===== config.mk =====
export PLATFORM = sky130hd
export DESIGN_NAME = sdc_ctrl
export DESIGN_NICKNAME = d
export VERILOG_FILES = /design/src/core/sdc_pkg.sv /design/src/core/sdc_ctrl.sv /design/src/core/sdc_timer.sv /design/src/core/sdc_refresh.sv
export SDC_FILE = /design/constraint.sdc
export NUM_CORES = 1
export LEC_CHECK = 0
export ABC_AREA = 1
export BUFFER_PORTS_ARGS = -buffer_cell sky130_fd_sc_hd__buf_2
export CAP_MARGIN = 0
export CELL_PAD_IN_SITES_DETAIL_PLACEMENT = 0
export CELL_PAD_IN_SITES_GLOBAL_PLACEMENT = 1
export CORE_UTILIZATION = 45
export DETAILED_ROUTE_END_ITERATION = 10
export GPL_TIMING_DRIVEN = 0
export PLACE_DENSITY_LB_ADDON = 0.1
export SLEW_MARGIN = 25
export SYNTH_ARGS = -nofsm -noshare
export SYNTH_HDL_FRONTEND = slang
export SYNTH_SLANG_ARGS = --single-unit

===== constraint.sdc =====
create_clock -name i_sys_clk -period 3.6 [get_ports i_sys_clk]
set_clock_uncertainty 0.05 [all_clocks]
set_input_delay 0.72 -clock i_sys_clk [delete_from_list [all_inputs] [get_ports i_sys_clk]]
set_output_delay 0.72 -clock i_sys_clk [all_outputs]
set_load 0.03 [all_outputs]

===== src/core/sdc_pkg.sv =====
// Constants, command codes and state encoding for the SDRAM command sequencer.
// Assumes a single 100 MHz system clock driving both this logic and the SDRAM clock.
package sdc_pkg;
    // Speed grade: 0 fastest, 1 middle, 2 slowest
    localparam int GRADE            = 2;
    localparam int T_CK_PS          = 10000;
    localparam int T_RC_PS   [3]    = '{55000, 60000, 63000};
    localparam int T_RCD_PS  [3]    = '{15000, 18000, 21000};
    localparam int T_RP_PS   [3]    = '{15000, 18000, 21000};
    localparam int T_RRD_PS  [3]    = '{10000, 12000, 14000};
    localparam int T_MRD_PS  [3]    = '{10000, 12000, 14000};
    localparam int T_RAS_PS  [3]    = '{40000, 42000, 42000};
    localparam int T_RAS_MAX_NS     = 120000;
    localparam int T_CK_CL2_PS      = 10000;
    localparam int T_CK_CL3_PS [3]  = '{5000, 6000, 7000};
    localparam int T_IS_PS          = 1500;
    localparam int T_REFI_NS        = 7800;
    localparam int T_PWRUP_US       = 200;

    function automatic int cyc_up(input int ps);
        int c;
        c = (ps + T_CK_PS - 1) / T_CK_PS;
        return (c < 1) ? 1 : c;
    endfunction

    localparam int RC_CYC           = cyc_up(T_RC_PS[GRADE]);
    localparam int RCD_CYC          = cyc_up(T_RCD_PS[GRADE]);
    localparam int RP_CYC           = cyc_up(T_RP_PS[GRADE]);
    localparam int RRD_CYC          = cyc_up(T_RRD_PS[GRADE]);
    localparam int MRD_CYC          = cyc_up(T_MRD_PS[GRADE]);
    localparam int RAS_CYC          = cyc_up(T_RAS_PS[GRADE]);
    localparam int RAS_MAX_CYC      = (T_RAS_MAX_NS * 1000) / T_CK_PS;
    localparam int PDE_CYC          = cyc_up(T_IS_PS + T_CK_PS);
    localparam int XSR_CYC          = cyc_up(T_RC_PS[GRADE] + T_IS_PS);
    localparam int REFI_CYC         = (T_REFI_NS * 1000) / T_CK_PS;
    localparam int PWRUP_CYC        = (T_PWRUP_US * 1000000) / T_CK_PS;
    // Slow clock allows the shorter latency
    localparam int CAS_LAT          = (T_CK_PS >= T_CK_CL2_PS) ? 2 : 3;
    localparam int INIT_REFS        = 2;
    localparam int SR_BURST         = 8192;
    localparam int REF_URGENT       = 2;

    localparam int BA_W             = 2;
    localparam int NUM_BANKS        = 4;
    localparam int ADDR_W           = 13;
    localparam int COL_W            = 9;
    localparam int TMR_W            = 16;
    localparam int PEND_W           = 4;
    localparam int BURST_W          = 14;
    localparam int AP_BIT           = 10;
    localparam int MR_CL_LSB        = 4;

    localparam logic [3:0] CMD_NOP  = 4'h7;
    localparam logic [3:0] CMD_ACT  = 4'h3;
    localparam logic [3:0] CMD_RD   = 4'h5;
    localparam logic [3:0] CMD_WR   = 4'h4;
    localparam logic [3:0] CMD_PRE  = 4'h2;
    localparam logic [3:0] CMD_REF  = 4'h1;
    localparam logic [3:0] CMD_MRS  = 4'h0;

    typedef enum logic [9:0] {
        ST_PWRUP    = 10'h001,
        ST_PRE_ALL  = 10'h002,
        ST_INIT_REF = 10'h004,
        ST_MRS      = 10'h008,
        ST_IDLE     = 10'h010,
        ST_RW       = 10'h020,
        ST_PRE      = 10'h040,
        ST_SR       = 10'h080,
        ST_PD       = 10'h100,
        ST_WAIT     = 10'h200
    } sdc_state_t;
endpackage


===== src/core/sdc_ctrl.sv =====
// SDRAM command sequencer: power-up, closed-page access, refresh, power-down, self-refresh.
// Assumes the SDRAM clock is i_sys_clk; commands change on this clock's rising edge.
`timescale 1ns/1ps
module sdc_ctrl
    import sdc_pkg::*;
#(
    parameter int P_PWRUP_CYC   = sdc_pkg::PWRUP_CYC,
    parameter int P_RAS_MAX_CYC = sdc_pkg::RAS_MAX_CYC,
    parameter int P_SR_BURST    = sdc_pkg::SR_BURST
) (
    // Clock and reset
    input  logic                        i_sys_clk,
    input  logic                        i_sys_rst,
    // User request
    input  logic                        i_req,
    input  logic                        i_req_we,
    input  logic [sdc_pkg::BA_W-1:0]    i_req_bank,
    input  logic [sdc_pkg::ADDR_W-1:0]  i_req_row,
    input  logic [sdc_pkg::COL_W-1:0]   i_req_col,
    output logic                        o_req_ack,
    output logic                        o_init_done,
    // Power control
    input  logic                        i_pd_req,
    input  logic                        i_sr_req,
    // SDRAM pins
    output logic                        o_sd_cke,
    output logic                        o_sd_cs_n,
    output logic                        o_sd_ras_n,
    output logic                        o_sd_cas_n,
    output logic                        o_sd_we_n,
    output logic [sdc_pkg::BA_W-1:0]    o_sd_ba,
    output logic [sdc_pkg::ADDR_W-1:0]  o_sd_addr,
    output logic                        o_sd_dqm
);
    import sdc_pkg::*;

    sdc_state_t          state_ff, nxt_state, ret_ff, nxt_ret;
    logic [TMR_W-1:0]    wait_ff, nxt_wait;
    logic [3:0]          cmd_ff, nxt_cmd;
    logic                cke_ff, nxt_cke;
    logic [BA_W-1:0]     ba_ff, nxt_ba;
    logic [ADDR_W-1:0]   addr_ff, nxt_addr;
    logic                dqm_ff, nxt_dqm;
    logic                ack_ff, nxt_ack;
    logic                init_done_ff, nxt_init_done;
    logic [1:0]          init_cnt_ff, nxt_init_cnt;
    logic [BURST_W-1:0]  burst_ff, nxt_burst;
    logic                sr_want_ff, nxt_sr_want;
    logic                we_ff, nxt_we;
    logic [COL_W-1:0]    col_ff, nxt_col;
    logic                act_go, pre_go, pre_all, ref_go;
    logic [NUM_BANKS-1:0] rc_done, rp_done;
    logic                rrd_done, ras_min_done, ras_max_done;
    logic                ref_pend, ref_urgent;

    function automatic logic bank_hit(input logic [BA_W-1:0] a, input int b);
        return a == BA_W'(b);
    endfunction

    // Per-bank row cycle and precharge timers
    for (genvar b = 0; b < NUM_BANKS; b++)
    begin : g_bank
        sdc_timer #(.W(TMR_W)) u_rc (
            .i_sys_clk (i_sys_clk),
            .i_sys_rst (i_sys_rst),
            .i_load    (act_go && bank_hit(nxt_ba, b)),
            .i_cycles  (TMR_W'(RC_CYC)),
            .o_done    (rc_done[b])
        );
        sdc_timer #(.W(TMR_W)) u_rp (
            .i_sys_clk (i_sys_clk),
            .i_sys_rst (i_sys_rst),
            .i_load    (pre_go && (pre_all || bank_hit(ba_ff, b))),
            .i_cycles  (TMR_W'(RP_CYC)),
            .o_done    (rp_done[b])
        );
    end

    sdc_timer #(.W(TMR_W)) u_rrd (
        .i_sys_clk (i_sys_clk),
        .i_sys_rst (i_sys_rst),
        .i_load    (act_go),
        .i_cycles  (TMR_W'(RRD_CYC)),
        .o_done    (rrd_done)
    );
    sdc_timer #(.W(TMR_W)) u_ras_min (
        .i_sys_clk (i_sys_clk),
        .i_sys_rst (i_sys_rst),
        .i_load    (act_go),
        .i_cycles  (TMR_W'(RAS_CYC)),
        .o_done    (ras_min_done)
    );
    sdc_timer #(.W(TMR_W)) u_ras_max (
        .i_sys_clk (i_sys_clk),
        .i_sys_rst (i_sys_rst),
        .i_load    (act_go),
        .i_cycles  (TMR_W'(P_RAS_MAX_CYC - 1)),
        .o_done    (ras_max_done)
    );
    // No interval counting while the device refreshes itself
    sdc_refresh u_refresh (
        .i_sys_clk  (i_sys_clk),
        .i_sys_rst  (i_sys_rst),
        .i_run      (init_done_ff && state_ff != ST_SR),
        .i_ref_done (ref_go),
        .o_pending  (ref_pend),
        .o_urgent   (ref_urgent)
    );

    always_comb
    begin
        nxt_state     = state_ff;
        nxt_ret       = ret_ff;
        nxt_wait      = wait_ff;
        nxt_cmd       = CMD_NOP;
        nxt_cke       = cke_ff;
        nxt_ba        = ba_ff;
        nxt_addr      = addr_ff;
        nxt_dqm       = dqm_ff;
        nxt_ack       = 1'b0;
        nxt_init_done = init_done_ff;
        nxt_init_cnt  = init_cnt_ff;
        nxt_burst     = burst_ff;
        nxt_sr_want   = sr_want_ff;
        nxt_we        = we_ff;
        nxt_col       = col_ff;
        act_go        = 1'b0;
        pre_go        = 1'b0;
        pre_all       = 1'b0;
        ref_go        = 1'b0;
        case (state_ff)
            ST_PWRUP:
            begin
                if (wait_ff == TMR_W'(1))
                begin
                    nxt_cke   = 1'b1;
                    nxt_state = ST_PRE_ALL;
                end
                else
                    nxt_wait = wait_ff - 1'b1;
            end
            ST_PRE_ALL:
            begin
                nxt_cmd   = CMD_PRE;
                nxt_addr  = ADDR_W'(1) << AP_BIT;
                pre_go    = 1'b1;
                pre_all   = 1'b1;
                nxt_wait  = TMR_W'(RP_CYC);
                nxt_ret   = ST_INIT_REF;
                nxt_state = ST_WAIT;
            end
            ST_INIT_REF:
            begin
                nxt_cmd      = CMD_REF;
                nxt_init_cnt = init_cnt_ff + 1'b1;
                nxt_wait     = TMR_W'(RC_CYC);
                nxt_ret      = (nxt_init_cnt == 2'(INIT_REFS)) ? ST_MRS : ST_INIT_REF;
                nxt_state    = ST_WAIT;
            end
            ST_MRS:
            begin
                nxt_cmd       = CMD_MRS;
                nxt_ba        = '0;
                // Burst of one, sequential, latency from the clock period
                nxt_addr      = ADDR_W'(CAS_LAT) << MR_CL_LSB;
                nxt_dqm       = 1'b0;
                nxt_init_done = 1'b1;
                nxt_wait      = TMR_W'(MRD_CYC);
                nxt_ret       = ST_IDLE;
                nxt_state     = ST_WAIT;
            end
            ST_IDLE:
            begin
                if (burst_ff != '0 || ref_urgent || (ref_pend && !i_req))
                begin
                    if (&rp_done)
                    begin
                        nxt_cmd   = CMD_REF;
                        ref_go    = 1'b1;
                        if (burst_ff != '0)
                            nxt_burst = burst_ff - 1'b1;
                        nxt_wait  = TMR_W'(RC_CYC);
                        nxt_ret   = ST_IDLE;
                        nxt_state = ST_WAIT;
                    end
                end
                else if (sr_want_ff)
                begin
                    // Refresh with clock enable low enters self-refresh
                    nxt_cmd     = CMD_REF;
                    nxt_cke     = 1'b0;
                    nxt_sr_want = 1'b0;
                    nxt_wait    = TMR_W'(RAS_CYC);
                    nxt_state   = ST_SR;
                end
                else if (i_sr_req)
                begin
                    nxt_sr_want = 1'b1;
                    nxt_burst   = BURST_W'(P_SR_BURST);
                end
                else if (i_pd_req)
                begin
                    nxt_cke   = 1'b0;
                    nxt_state = ST_PD;
                end
                else if (i_req && rc_done[i_req_bank] && rp_done[i_req_bank] && rrd_done)
                begin
                    // spacing held by the bank and cross-bank timers
                    nxt_cmd   = CMD_ACT;
                    nxt_ba    = i_req_bank;
                    nxt_addr  = i_req_row;
                    nxt_we    = i_req_we;
                    nxt_col   = i_req_col;
                    act_go    = 1'b1;
                    nxt_wait  = TMR_W'(RCD_CYC);
                    nxt_ret   = ST_RW;
                    nxt_state = ST_WAIT;
                end
            end
            ST_RW:
            begin
                nxt_cmd   = we_ff ? CMD_WR : CMD_RD;
                nxt_addr  = ADDR_W'(col_ff);
                nxt_ack   = 1'b1;
                nxt_state = ST_PRE;
            end
            ST_PRE:
            begin
                if (ras_min_done || ras_max_done)
                begin
                    nxt_cmd   = CMD_PRE;
                    nxt_addr  = '0;
                    pre_go    = 1'b1;
                    nxt_state = ST_IDLE;
                end
            end
            ST_SR:
            begin
                if (wait_ff > TMR_W'(1))
                    nxt_wait = wait_ff - 1'b1;
                else if (!i_sr_req)
                begin
                    nxt_cke   = 1'b1;
                    nxt_burst = BURST_W'(P_SR_BURST);
                    nxt_wait  = TMR_W'(XSR_CYC);
                    nxt_ret   = ST_IDLE;
                    nxt_state = ST_WAIT;
                end
            end
            ST_PD:
            begin
                // Owed refreshes cut power-down short so the interval holds
                if (!i_pd_req || ref_urgent)
                begin
                    nxt_cke   = 1'b1;
                    nxt_wait  = TMR_W'(PDE_CYC);
                    nxt_ret   = ST_IDLE;
                    nxt_state = ST_WAIT;
                end
            end
            ST_WAIT:
            begin
                if (wait_ff == TMR_W'(1))
                    nxt_state = ret_ff;
                else
                    nxt_wait = wait_ff - 1'b1;
            end
            default:
                nxt_state = ST_PWRUP;
        endcase
    end

    always_ff @(posedge i_sys_clk)
    begin
        if (i_sys_rst)
        begin
            state_ff     <= ST_PWRUP;
            ret_ff       <= ST_IDLE;
            wait_ff      <= TMR_W'(P_PWRUP_CYC);
            cmd_ff       <= CMD_NOP;
            cke_ff       <= 1'b0;
            ba_ff        <= '0;
            addr_ff      <= '0;
            dqm_ff       <= 1'b1;
            ack_ff       <= 1'b0;
            init_done_ff <= 1'b0;
            init_cnt_ff  <= '0;
            burst_ff     <= '0;
            sr_want_ff   <= 1'b0;
            we_ff        <= 1'b0;
            col_ff       <= '0;
        end
        else
        begin
            state_ff     <= nxt_state;
            ret_ff       <= nxt_ret;
            wait_ff      <= nxt_wait;
            cmd_ff       <= nxt_cmd;
            cke_ff       <= nxt_cke;
            ba_ff        <= nxt_ba;
            addr_ff      <= nxt_addr;
            dqm_ff       <= nxt_dqm;
            ack_ff       <= nxt_ack;
            init_done_ff <= nxt_init_done;
            init_cnt_ff  <= nxt_init_cnt;
            burst_ff     <= nxt_burst;
            sr_want_ff   <= nxt_sr_want;
            we_ff        <= nxt_we;
            col_ff       <= nxt_col;
        end
    end

    assign o_sd_cke    = cke_ff;
    assign o_sd_cs_n   = cmd_ff[3];
    assign o_sd_ras_n  = cmd_ff[2];
    assign o_sd_cas_n  = cmd_ff[1];
    assign o_sd_we_n   = cmd_ff[0];
    assign o_sd_ba     = ba_ff;
    assign o_sd_addr   = addr_ff;
    assign o_sd_dqm    = dqm_ff;
    assign o_req_ack   = ack_ff;
    assign o_init_done = init_done_ff;

    // Helpers for the checks: cycles since the last activate, precharge and mode set seen on the pins
    logic [TMR_W-1:0] since_act_ff, nxt_since_act;
    logic [TMR_W-1:0] since_pre_ff, nxt_since_pre;
    logic [TMR_W-1:0] since_mrs_ff, nxt_since_mrs;
    logic [1:0]       ref_seen_ff, nxt_ref_seen;
    logic             row_open_ff, nxt_row_open;
    // Last precharge target, so the precharge spacing check stays per bank
    logic [BA_W-1:0]  pre_ba_ff, nxt_pre_ba;
    logic             pre_wide_ff, nxt_pre_wide;
    logic [TMR_W-1:0] since_cke_ff, nxt_since_cke;
    logic             sr_seen_ff, nxt_sr_seen;

    always_comb
    begin
        nxt_since_act = (cmd_ff == CMD_ACT) ? '0 : since_act_ff + (since_act_ff != '1);
        nxt_since_pre = (cmd_ff == CMD_PRE) ? '0 : since_pre_ff + (since_pre_ff != '1);
        nxt_since_mrs = (cmd_ff == CMD_MRS) ? '0 : since_mrs_ff + (since_mrs_ff != '1);
        nxt_ref_seen  = ref_seen_ff + ((cmd_ff == CMD_REF) && (ref_seen_ff != '1));
        nxt_row_open  = (cmd_ff == CMD_ACT) ? 1'b1 : ((cmd_ff == CMD_PRE) ? 1'b0 : row_open_ff);
        nxt_pre_ba    = (cmd_ff == CMD_PRE) ? ba_ff : pre_ba_ff;
        nxt_pre_wide  = (cmd_ff == CMD_PRE) ? addr_ff[AP_BIT] : pre_wide_ff;
        nxt_since_cke = !cke_ff ? '0 : since_cke_ff + (since_cke_ff != '1);
        nxt_sr_seen   = (cmd_ff == CMD_REF && !cke_ff) ? 1'b1
                      : ((cmd_ff != CMD_NOP && cke_ff) ? 1'b0 : sr_seen_ff);
    end

    always_ff @(posedge i_sys_clk)
    begin
        if (i_sys_rst)
        begin
            since_act_ff <= '1;
            since_pre_ff <= '1;
            since_mrs_ff <= '1;
            ref_seen_ff  <= '0;
            row_open_ff  <= 1'b0;
            pre_ba_ff    <= '0;
            pre_wide_ff  <= 1'b0;
            since_cke_ff <= '0;
            sr_seen_ff   <= 1'b0;
        end
        else
        begin
            since_act_ff <= nxt_since_act;
            since_pre_ff <= nxt_since_pre;
            since_mrs_ff <= nxt_since_mrs;
            ref_seen_ff  <= nxt_ref_seen;
            row_open_ff  <= nxt_row_open;
            pre_ba_ff    <= nxt_pre_ba;
            pre_wide_ff  <= nxt_pre_wide;
            since_cke_ff <= nxt_since_cke;
            sr_seen_ff   <= nxt_sr_seen;
        end
    end
endmodule // sdc_ctrl


===== src/core/sdc_timer.sv =====
// Load-and-expire down counter guarding one command spacing.
// Assumes the load value is at least one cycle.
`timescale 1ns/1ps
module sdc_timer #(
    parameter int W = 16
) (
    // Clock and reset
    input  logic         i_sys_clk,
    input  logic         i_sys_rst,
    // Control
    input  logic         i_load,
    input  logic [W-1:0] i_cycles,
    // Status
    output logic         o_done
);
    logic [W-1:0] cnt_ff;
    logic [W-1:0] nxt_cnt;
    logic         done_ff;

    always_comb
    begin
        nxt_cnt = cnt_ff;
        if (i_load)
            nxt_cnt = i_cycles;
        else if (cnt_ff != '0)
            nxt_cnt = cnt_ff - 1'b1;
    end

    always_ff @(posedge i_sys_clk)
    begin
        if (i_sys_rst)
        begin
            cnt_ff  <= '0;
            done_ff <= 1'b1;
        end
        else
        begin
            cnt_ff  <= nxt_cnt;
            done_ff <= (nxt_cnt == '0);
        end
    end

    assign o_done = done_ff;
endmodule // sdc_timer


===== src/core/sdc_refresh.sv =====
// Refresh interval counter with a count of owed refreshes.
// Assumes i_ref_done pulses once for each refresh command issued.
`timescale 1ns/1ps
module sdc_refresh
    import sdc_pkg::*;
(
    // Clock and reset
    input  logic i_sys_clk,
    input  logic i_sys_rst,
    // Control
    input  logic i_run,
    input  logic i_ref_done,
    // Status
    output logic o_pending,
    output logic o_urgent
);
    logic [TMR_W-1:0]  cnt_ff;
    logic [TMR_W-1:0]  nxt_cnt;
    logic [PEND_W-1:0] pend_ff;
    logic [PEND_W-1:0] nxt_pend;
    logic              tick;

    always_comb
    begin
        tick     = i_run && (cnt_ff == '0);
        nxt_cnt  = tick ? TMR_W'(REFI_CYC - 1) : (i_run ? cnt_ff - 1'b1 : cnt_ff);
        nxt_pend = pend_ff;
        // An expiry in the same cycle as a refresh leaves the owed count unchanged
        if (tick && !i_ref_done && pend_ff != '1)
            nxt_pend = pend_ff + 1'b1;
        else if (!tick && i_ref_done && pend_ff != '0)
            nxt_pend = pend_ff - 1'b1;
    end

    always_ff @(posedge i_sys_clk)
    begin
        if (i_sys_rst)
        begin
            cnt_ff  <= TMR_W'(REFI_CYC - 1);
            pend_ff <= '0;
        end
        else
        begin
            cnt_ff  <= nxt_cnt;
            pend_ff <= nxt_pend;
        end
    end

    assign o_pending = (pend_ff != '0);
    assign o_urgent  = (pend_ff >= PEND_W'(REF_URGENT));
endmodule // sdc_refresh


Word level (Yosys, flattened, before mapping). Index checks and enable logic that the tools add are counted.

Word-level logic and storage cells: 301. Latch bits: 0. Register bits: 293. RAM bits: 0. Bits of input ports: 30. Memories: 0. Memory bits (read-only): 0.

Shift-type cells: 0. Order comparisons: 3. Muxes and demuxes: 117. Bitwise gates (word level): 4. Reductions and logical operators: 75. Equal/unequal tests: 46. $mul: 0. Add/sub/neg operators: 17. Divide/modulo/power cells: 0.

Operator list (count): $mux 16 (32); $mux 10 (21); $sub 16x1->16 const B (13); $logic_not 16->1 (12); $reduce_bool 16->1 (11); $pmux 16 s7 (1); $mux 14 (7); $pmux 10 s8 (1); $mux 13 (6); $pmux 13 s5 (1); $pmux 10 s6 (1); $ne 3x3->1 const B (10); $pmux 14 s2 (1); $mux 1 (25); $ne 2x2->1 const B (12); $pmux 4 s6 (1); $logic_and 1x1->1 (18); $mux 3 (6); $reduce_and 9->1 (2); $eq 16x1->1 const B (1); $gt 16x1->1 const B (1); $mux 4 (4); $ne 4x4->1 const B (4); $reduce_and 8->1 (2); other kinds (41) (69).

Depth between registers and ports, before layout.
Depth after elaboration: 15. Depth in mapped cells: 18. Gate-level depth less buffers: 18.

Cells and area by module. From an unflattened synthesis, not the netlist that was laid out.

Cell total of the unflattened synthesis: 3290. Area, all modules: 19914.1 sq um.

Modules (own cells, without submodules): sdc_timer at g_bank[2].u_rc ... (sequential area each 340.3 sq um, area an instance 1247.4 sq um, cells each 210, instances 6); sdc_timer at g_bank[0].u_rc ... (sequential area each 340.3 sq um, area an instance 1277.5 sq um, cells each 219, instances 4); sdc_ctrl (sequential area each 1581.5 sq um, area an instance 4889.7 sq um, cells each 783, instances 1); sdc_timer at u_rrd (sequential area each 340.3 sq um, area an instance 1253.7 sq um, cells each 210, instances 1); sdc_refresh (sequential area each 400.4 sq um, area an instance 1176.1 sq um, cells each 161, instances 1).

Least setup slack after synthesis. Ideal clock, no wire load.

Path type: input to register. Start: input port i_req. End: register u_refresh.pend_ff[3]. Arrival: 2.413 ns. Path slack: 1.022 ns. Stages: 16. Path buffers: 0. Required time: 3.435 ns. Cell sequence: nor2_1 > nor2_2 > nand3_4 > nand2_2 > or2_2 > nand2_1 > nand3b_1 > ha_1 > nand2_1 > nand2_1 > a31oi_1 > inv_1 > nand2_1 > nand3_1 > nand2_1 > nor2_1.

Longest elaborated chain between the ends: 9.

RTL lines: from (decl) (line sdc_ctrl.sv:15) `input logic i_req,`; $logic_not 1->1 (*) (line sdc_ctrl.sv:174) `if (burst_ff != '0 || ref_urgent || (ref_pend && !i_req))`; $logic_and 1x1->1 (*) (line sdc_ctrl.sv:174); $logic_or 1x1->1 (*) (line sdc_ctrl.sv:174); $mux 1 (*) (line sdc_ctrl.sv:174); $mux 1 (*) (line sdc_ctrl.sv:131) `case (state_ff)`; $logic_not 1->1 (line sdc_refresh.sv:29) `if (tick && !i_ref_done && pend_ff != '1)`; $logic_and 1x1->1 (2 in a row) (line sdc_refresh.sv:29); $mux 4 / $reduce_bool 2->1 (equally long branches); to (signal assigned) (line sdc_refresh.sv:45) `pend_ff <= nxt_pend;`; to (decl) (line sdc_refresh.sv:19) `logic [PEND_W-1:0] pend_ff;`.

Every way passes the cells marked *; elsewhere a longest branch is shown, timed or not. A chain may end at the register's enable or synchronous reset.

Worst setup path in the final report.
Start: register state_ff[9]. End: register u_refresh.pend_ff[3].

Longest elaborated chain between the ends: 7.

RTL lines: from (decl) (line sdc_ctrl.sv:37) `sdc_state_t state_ff, nxt_state, ret_ff, nxt_ret;`; from (signal assigned) (line sdc_ctrl.sv:295) `state_ff <= nxt_state;`; $ne 10x8->1 (line sdc_ctrl.sv:104) `.i_run (init_done_ff && state_ff != ST_SR),`; $logic_and 1x1->1 (line sdc_ctrl.sv:104); $logic_and 1x1->1 (line sdc_refresh.sv:25) `tick = i_run && (cnt_ff == '0);`; $logic_not 1->1 (line sdc_refresh.sv:31) `else if (!tick && i_ref_done && pend_ff != '0)`; $logic_and 1x1->1 (2 in a row) (line sdc_refresh.sv:31); $reduce_bool 2->1 (no source line).

Parallel ways exist; a longest one is shown, timed or not.

==> impl_results.html <==
<table>
<tr><th>Metric</th><th>Value</th></tr>
<tr><th colspan="2">Run status</th></tr>
<tr><td>Status</td><td>complete, but fails checks</td></tr>
<tr><td>Violations in the final reports</td><td>DRC</td></tr>
<tr><th colspan="2">Clocking</th></tr>
<tr><td>Number of buffers inserted by hold repair at cts</td><td>0</td></tr>
<tr><td>Number of cells upsized or downsized after cts</td><td>0</td></tr>
<tr><td>Maximum number of buffers from clock root to sink</td><td>3</td></tr>
<tr><td>Reg clk slew, reported paths</td><td>~0.07 ns</td></tr>
<tr><td>Clock tree from TritonCTS</td><td>yes</td></tr>
<tr><td>H-tree lvl count</td><td>2</td></tr>
<tr><td>Clock net sink count</td><td>about 290</td></tr>
<tr><td>Library cell used as clock root buffer</td><td>sky130_fd_sc_hd__clkbuf_16</td></tr>
<tr><td># Post-CTS Setup Buffers</td><td>0</td></tr>
<tr><td>Inserted Clock Buffers</td><td>35</td></tr>
<tr><td>Worst-Skew Late Latency</td><td>~0.54 ns</td></tr>
<tr><th colspan="2">Synth</th></tr>
<tr><td>Count of different cell masters after synthesis</td><td>between 50 and 60</td></tr>
<tr><td>Syn avg cell area</td><td>roughly 6.6 sq um</td></tr>
<tr><td>Largest area contributor in the netlist</td><td>sky130_fd_sc_hd__dfxtp_1</td></tr>
<tr><td>Most common cell in the netlist</td><td>sky130_fd_sc_hd__nor2_1</td></tr>
<tr><td>Fraction of the yosys area taken by sequential cells</td><td>0.347</td></tr>
<tr><td>Share of synthesized registers carrying an async set or reset</td><td>0</td></tr>
<tr><td>Leading cell types by count after synthesis</td><td>531 x sky130_fd_sc_hd__nor2_1, 460 x sky130_fd_sc_hd__nand2_1, 286 x sky130_fd_sc_hd__dfxtp_1</td></tr>
<tr><td>Cell count after synthesis</td><td>between 2k and 2.5k</td></tr>
<tr><td>Prevailing post-synth register cell</td><td>sky130_fd_sc_hd__dfxtp_1</td></tr>
<tr><td>Top post-synthesis cells by area</td><td>sky130_fd_sc_hd__dfxtp_1 35%, sky130_fd_sc_hd__nor2_1 12%, sky130_fd_sc_hd__nand2_1 10%, sky130_fd_sc_hd__inv_1 6.3%, sky130_fd_sc_hd__xor2_1 5.5%</td></tr>
<tr><td>Post-Synthesis Cell Area</td><td>between 15000 and 20000 sq um</td></tr>
<tr><td>Number of enable-type register cells in the synthesized netlist</td><td>0</td></tr>
<tr><td>Proportion of netlist area held by the largest area contributor</td><td>0.347</td></tr>
<tr><td>Number of nets produced by synthesis</td><td>2548</td></tr>
<tr><td>Synthesis warning total</td><td>0</td></tr>
<tr><td>Post-synthesis register bit count</td><td>286</td></tr>
<tr><th colspan="2">Timing</th></tr>
<tr><td>Count of final hold-check violations</td><td>0</td></tr>
<tr><td>Final-report setup violation count</td><td>0</td></tr>
<tr><td>Unrepaired setup endpoints after global routing</td><td>false</td></tr>
<tr><td>Final Critical Period</td><td>around 3.0 ns</td></tr>
<tr><td>Peak clock frequency supported by timing</td><td>roughly 0.33 GHz</td></tr>
<tr><td>Slew margin rel.</td><td>0.373</td></tr>
<tr><td>Worst Slack Setup Final</td><td>0.561 ns</td></tr>
<tr><td>Final slew viol count</td><td>0</td></tr>
<tr><td>Setup TNS after final layout</td><td>0 ns</td></tr>
<tr><td>Share of the clock period used by the worst path after layout</td><td>0.844</td></tr>
<tr><td>Smallest hold slack</td><td>between 0.3 and 0.4 ns</td></tr>
<tr><td>Worst Max-Slew Pin Slew</td><td>~0.94 ns</td></tr>
<tr><th colspan="2">Setup path</th></tr>
<tr><td>Worst r2r src</td><td>state_ff[9]</td></tr>
<tr><td>R2r endpoint</td><td>u_refresh.pend_ff[3]</td></tr>
<tr><td>Critical Path Sink Type</td><td>register</td></tr>
<tr><td>Setup slack, reg-to-reg</td><td>0.56 ns</td></tr>
<tr><td>Crit path top cell by count</td><td>sky130_fd_sc_hd__nand2_1</td></tr>
<tr><td>WP buf/inv</td><td>4</td></tr>
<tr><td>Class of the most critical setup path</td><td>register to register</td></tr>
<tr><td>Worst Reg-to-Reg Cells</td><td>18</td></tr>
<tr><td>Critical-path cell with the highest stage delay</td><td>sky130_fd_sc_hd__dfxtp_1</td></tr>
<tr><td>CP delay by family, top</td><td>simple AND/OR/NAND/NOR gates</td></tr>
<tr><td>CP max stage delay</td><td>approximately 0.38 ns</td></tr>
<tr><td>WP data arrival</td><td>3.40 ns</td></tr>
<tr><td>Worst-path maximum fanout</td><td>8</td></tr>
<tr><td>CP startpoint</td><td>state_ff[9]</td></tr>
<tr><td>Cell-by-cell trace of the critical path</td><td>inv_2, nand2_2, inv_1, nand3_4, nand2_4, nor4_4, nand3_1, inv_1, nand3b_1, ha_1, nand2_1, nand2_1, a31oi_1, inv_1, nand2_1, nand3_1, nand2_1, nor2_1</td></tr>
<tr><td>Timing endpoint of the critical path</td><td>u_refresh.pend_ff[3]</td></tr>
<tr><td>CP required</td><td>slightly below 4 ns</td></tr>
<tr><td>Levels on crit path</td><td>18</td></tr>
<tr><td>Startpoint kind of the worst setup timing path</td><td>register</td></tr>
<tr><th colspan="2">Placed design</th></tr>
<tr><td>Setup Slack @ Placement</td><td>between 0.4 and 0.5 ns</td></tr>
<tr><td>Placed Instances</td><td>2999</td></tr>
<tr><td>Placer Congestion</td><td>roughly 0.88</td></tr>
<tr><td>Detailed Place HPWL</td><td>between 30000 and 40000 microns</td></tr>
<tr><td>Number of port buffers</td><td>51</td></tr>
<tr><td>Placed cell area</td><td>17300 sq um</td></tr>
<tr><th colspan="2">Drt</th></tr>
<tr><td>Iteration count of the initial detailed-routing pass</td><td>9</td></tr>
<tr><td>Drt via density</td><td>about 5.2</td></tr>
<tr><td>Post-DRT Antenna Nets</td><td>0</td></tr>
<tr><td>Routed wirelength normalized by instance count</td><td>15.0 microns</td></tr>
<tr><td>Detailed-route via count</td><td>~16k</td></tr>
<tr><td>Initial DRC Count</td><td>835</td></tr>
<tr><td>Drc violations</td><td>10</td></tr>
<tr><td>Total Wirelength</td><td>about 46000 microns</td></tr>
<tr><th colspan="2">Cells and area</th></tr>
<tr><td>Area delta synth-&gt;final</td><td>12.4%</td></tr>
<tr><td>Fillers</td><td>roughly 3.7k</td></tr>
<tr><td>Utilization after layout</td><td>0.517</td></tr>
<tr><td>Finished Cell Area</td><td>roughly 19000 sq um</td></tr>
<tr><td>Non-filler cells in the finished layout</td><td>3062</td></tr>
<tr><td>Post-layout nets</td><td>about 2.6k</td></tr>
<tr><td>Fraction of layout cells with a size suffix above 1</td><td>0.0881</td></tr>
<tr><th colspan="2">Power and ir drop</th></tr>
<tr><td>Maximum resistive drop on vdd</td><td>0.000468 V</td></tr>
<tr><td>Leakage Power</td><td>just under 9 nW</td></tr>
<tr><td>Clock network fraction of total power</td><td>0.212</td></tr>
<tr><td>Psw</td><td>between 7 and 8 mW</td></tr>
<tr><td>Power per unit of standard cell area</td><td>around 950 nW/um^2</td></tr>
<tr><td>Switch share</td><td>0.454</td></tr>
<tr><td>Final Power</td><td>approximately 18 mW</td></tr>
<tr><td>Flop pwr share</td><td>0.268</td></tr>
<tr><td>Internal power of the cells</td><td>9.59 mW</td></tr>
<tr><td>Combinational power share</td><td>0.520</td></tr>
<tr><th colspan="2">Floorplan</th></tr>
<tr><td>Row count</td><td>69</td></tr>
<tr><td>Die Footprint</td><td>~37000 sq um</td></tr>
<tr><td>Area of the core</td><td>35800 sq um</td></tr>
<tr><td>Starting density of the core</td><td>0.460</td></tr>
<tr><td>Vertical die dimension</td><td>193 microns</td></tr>
<tr><td>I/O pins</td><td>between 50 and 60</td></tr>
<tr><td>Horiz. Die Dim</td><td>just under 200 microns</td></tr>
<tr><th colspan="2">GRT</th></tr>
<tr><td>Via count of the first global-routing pass</td><td>approximately 15k</td></tr>
<tr><td>Number of antenna violations at the first check in global routing</td><td>2</td></tr>
<tr><td>Maximum number of pins on one net before global-route repair</td><td>14</td></tr>
<tr><td>Wire length of the first global-routing pass</td><td>~75000 microns</td></tr>
<tr><td>Overflow left after global routing</td><td>0</td></tr>
<tr><td>GR Util All Layers</td><td>0.245</td></tr>
<tr><th colspan="2">Min path</th></tr>
<tr><td>Min-delay worst type</td><td>input port to register</td></tr>
<tr><th colspan="2">Flow run</th></tr>
<tr><td>Count of maximum capacitance violations</td><td>0</td></tr>
</table>
how the worst min path moves through the flow:
stage,from,endpoint,slack (ns),cells after the start
CTS,i_req_col[2],col_ff[2],0.35,3
global placement,o_sd_addr[3],o_sd_addr[3],0.40,2
global route,i_req_we,we_ff,0.38,3
finish,i_req_col[2],col_ff[2],0.37,3
floorplan,ret_ff[5],state_ff[5],0.38,2
detailed placement,col_ff[3],col_ff[3],0.40,2
tightest hold or removal path, delay by kind of cell:
kind | cells | cell delay [ns]
buf+inv | 1 | 0.07
simple gates | 2 | 0.11
flip-flops by register name, indices dropped and copies added (netlist names), 9 cells and up:
register,flops
o_sd_addr,13
g_bank.u_rc.cnt_ff,64
state_ff,10
u_ras_min.cnt_ff,16
burst_ff,14
u_refresh.cnt_ff,16
u_ras_max.cnt_ff,16
wait_ff,16
g_bank.u_rp.cnt_ff,64
col_ff,9
u_rrd.cnt_ff,16
logic make-up (layout without fill, tap and decap cells):
kind of cell	Yosys count	in the layout	share of synthesized area
and+or+nand+nor	1438	1438	0.388
AOI/OAI and AO/OA	249	249	0.0854
buffers and inverters	346	458	0.0830
xor gates and xnor gates	135	135	0.0717
muxes	1	1	0.000607
adders and majority gates	31	31	0.0240
other	1	3	0.000227
DFF	286	286	0.347
per-layer routing:
layer / wire [microns] / share of wire / GRT usage
met2: 20300 / 0.44 / 0.398
met3: 2020 / 0.044 / 0.0324
met5: 0 / 0 / 0
met1: 22400 / 0.49 / 0.336
met4: 1110 / 0.024 / 0.0794
layout make-up:
cell class                 count  area, sq um  share of cell area
timing repair buffer          51          255              0.0138
multi-input combinational   1855         9400               0.507
tap                          461          577              0.0311
sequential                   286         5730               0.309
buffer                        53          270              0.0146
antenna                        2         5.00            0.000270
clock inverter                14          200              0.0108
inverter                     293         1100              0.0593
clock buffer                  47         1000              0.0541
power groups by stage:
stage / Combinational (mW) / Clock [mW] / Sequential, mW
CTS: 9.11 / 3.80 / 4.69
detailed placement: 9.05 / 0 / 4.75
global route: 10.5 / 3.93 / 4.82
finish: 9.14 / 3.72 / 4.71
floorplan: 7.30 / 0 / 4.60
global placement: 9.05 / 0 / 4.74
placed cells by master (no fill, tap or decap), types with 5 or more instances in the layout:
| cell type | instances |
|---|---|
| sky130_fd_sc_hd__nor4_1 | 36 |
| sky130_fd_sc_hd__and2_1 | 10 |
| sky130_fd_sc_hd__a211oi_1 | 7 |
| sky130_fd_sc_hd__nor2_1 | 531 |
| sky130_fd_sc_hd__clkinv_2 | 7 |
| sky130_fd_sc_hd__nand2_2 | 11 |
| sky130_fd_sc_hd__xor2_1 | 104 |
| sky130_fd_sc_hd__clkbuf_16 | 37 |
| sky130_fd_sc_hd__nor2_4 | 7 |
| sky130_fd_sc_hd__nor3_1 | 95 |
| sky130_fd_sc_hd__nand2_1 | 460 |
| sky130_fd_sc_hd__inv_1 | 275 |
| sky130_fd_sc_hd__buf_6 | 5 |
| sky130_fd_sc_hd__dfxtp_1 | 286 |
| sky130_fd_sc_hd__xnor2_1 | 31 |
| sky130_fd_sc_hd__inv_2 | 17 |
| sky130_fd_sc_hd__nor3_2 | 8 |
| sky130_fd_sc_hd__buf_2 | 62 |
| sky130_fd_sc_hd__o21ai_0 | 75 |
| sky130_fd_sc_hd__nand3_2 | 8 |
| sky130_fd_sc_hd__nor2_2 | 19 |
| sky130_fd_sc_hd__ha_1 | 30 |
| sky130_fd_sc_hd__a31oi_1 | 9 |
| sky130_fd_sc_hd__or2_2 | 13 |
| sky130_fd_sc_hd__a21oi_1 | 114 |
| sky130_fd_sc_hd__o21ai_1 | 8 |
| sky130_fd_sc_hd__nand3b_1 | 8 |
| sky130_fd_sc_hd__clkbuf_1 | 33 |
| sky130_fd_sc_hd__nand4_1 | 58 |
| sky130_fd_sc_hd__buf_4 | 5 |
| sky130_fd_sc_hd__bufinv_16 | 5 |
| sky130_fd_sc_hd__nand2_4 | 8 |
| sky130_fd_sc_hd__nand3_1 | 155 |
| sky130_fd_sc_hd__o211ai_1 | 9 |
Note: power is estimated with default switching activity, not from simulation.
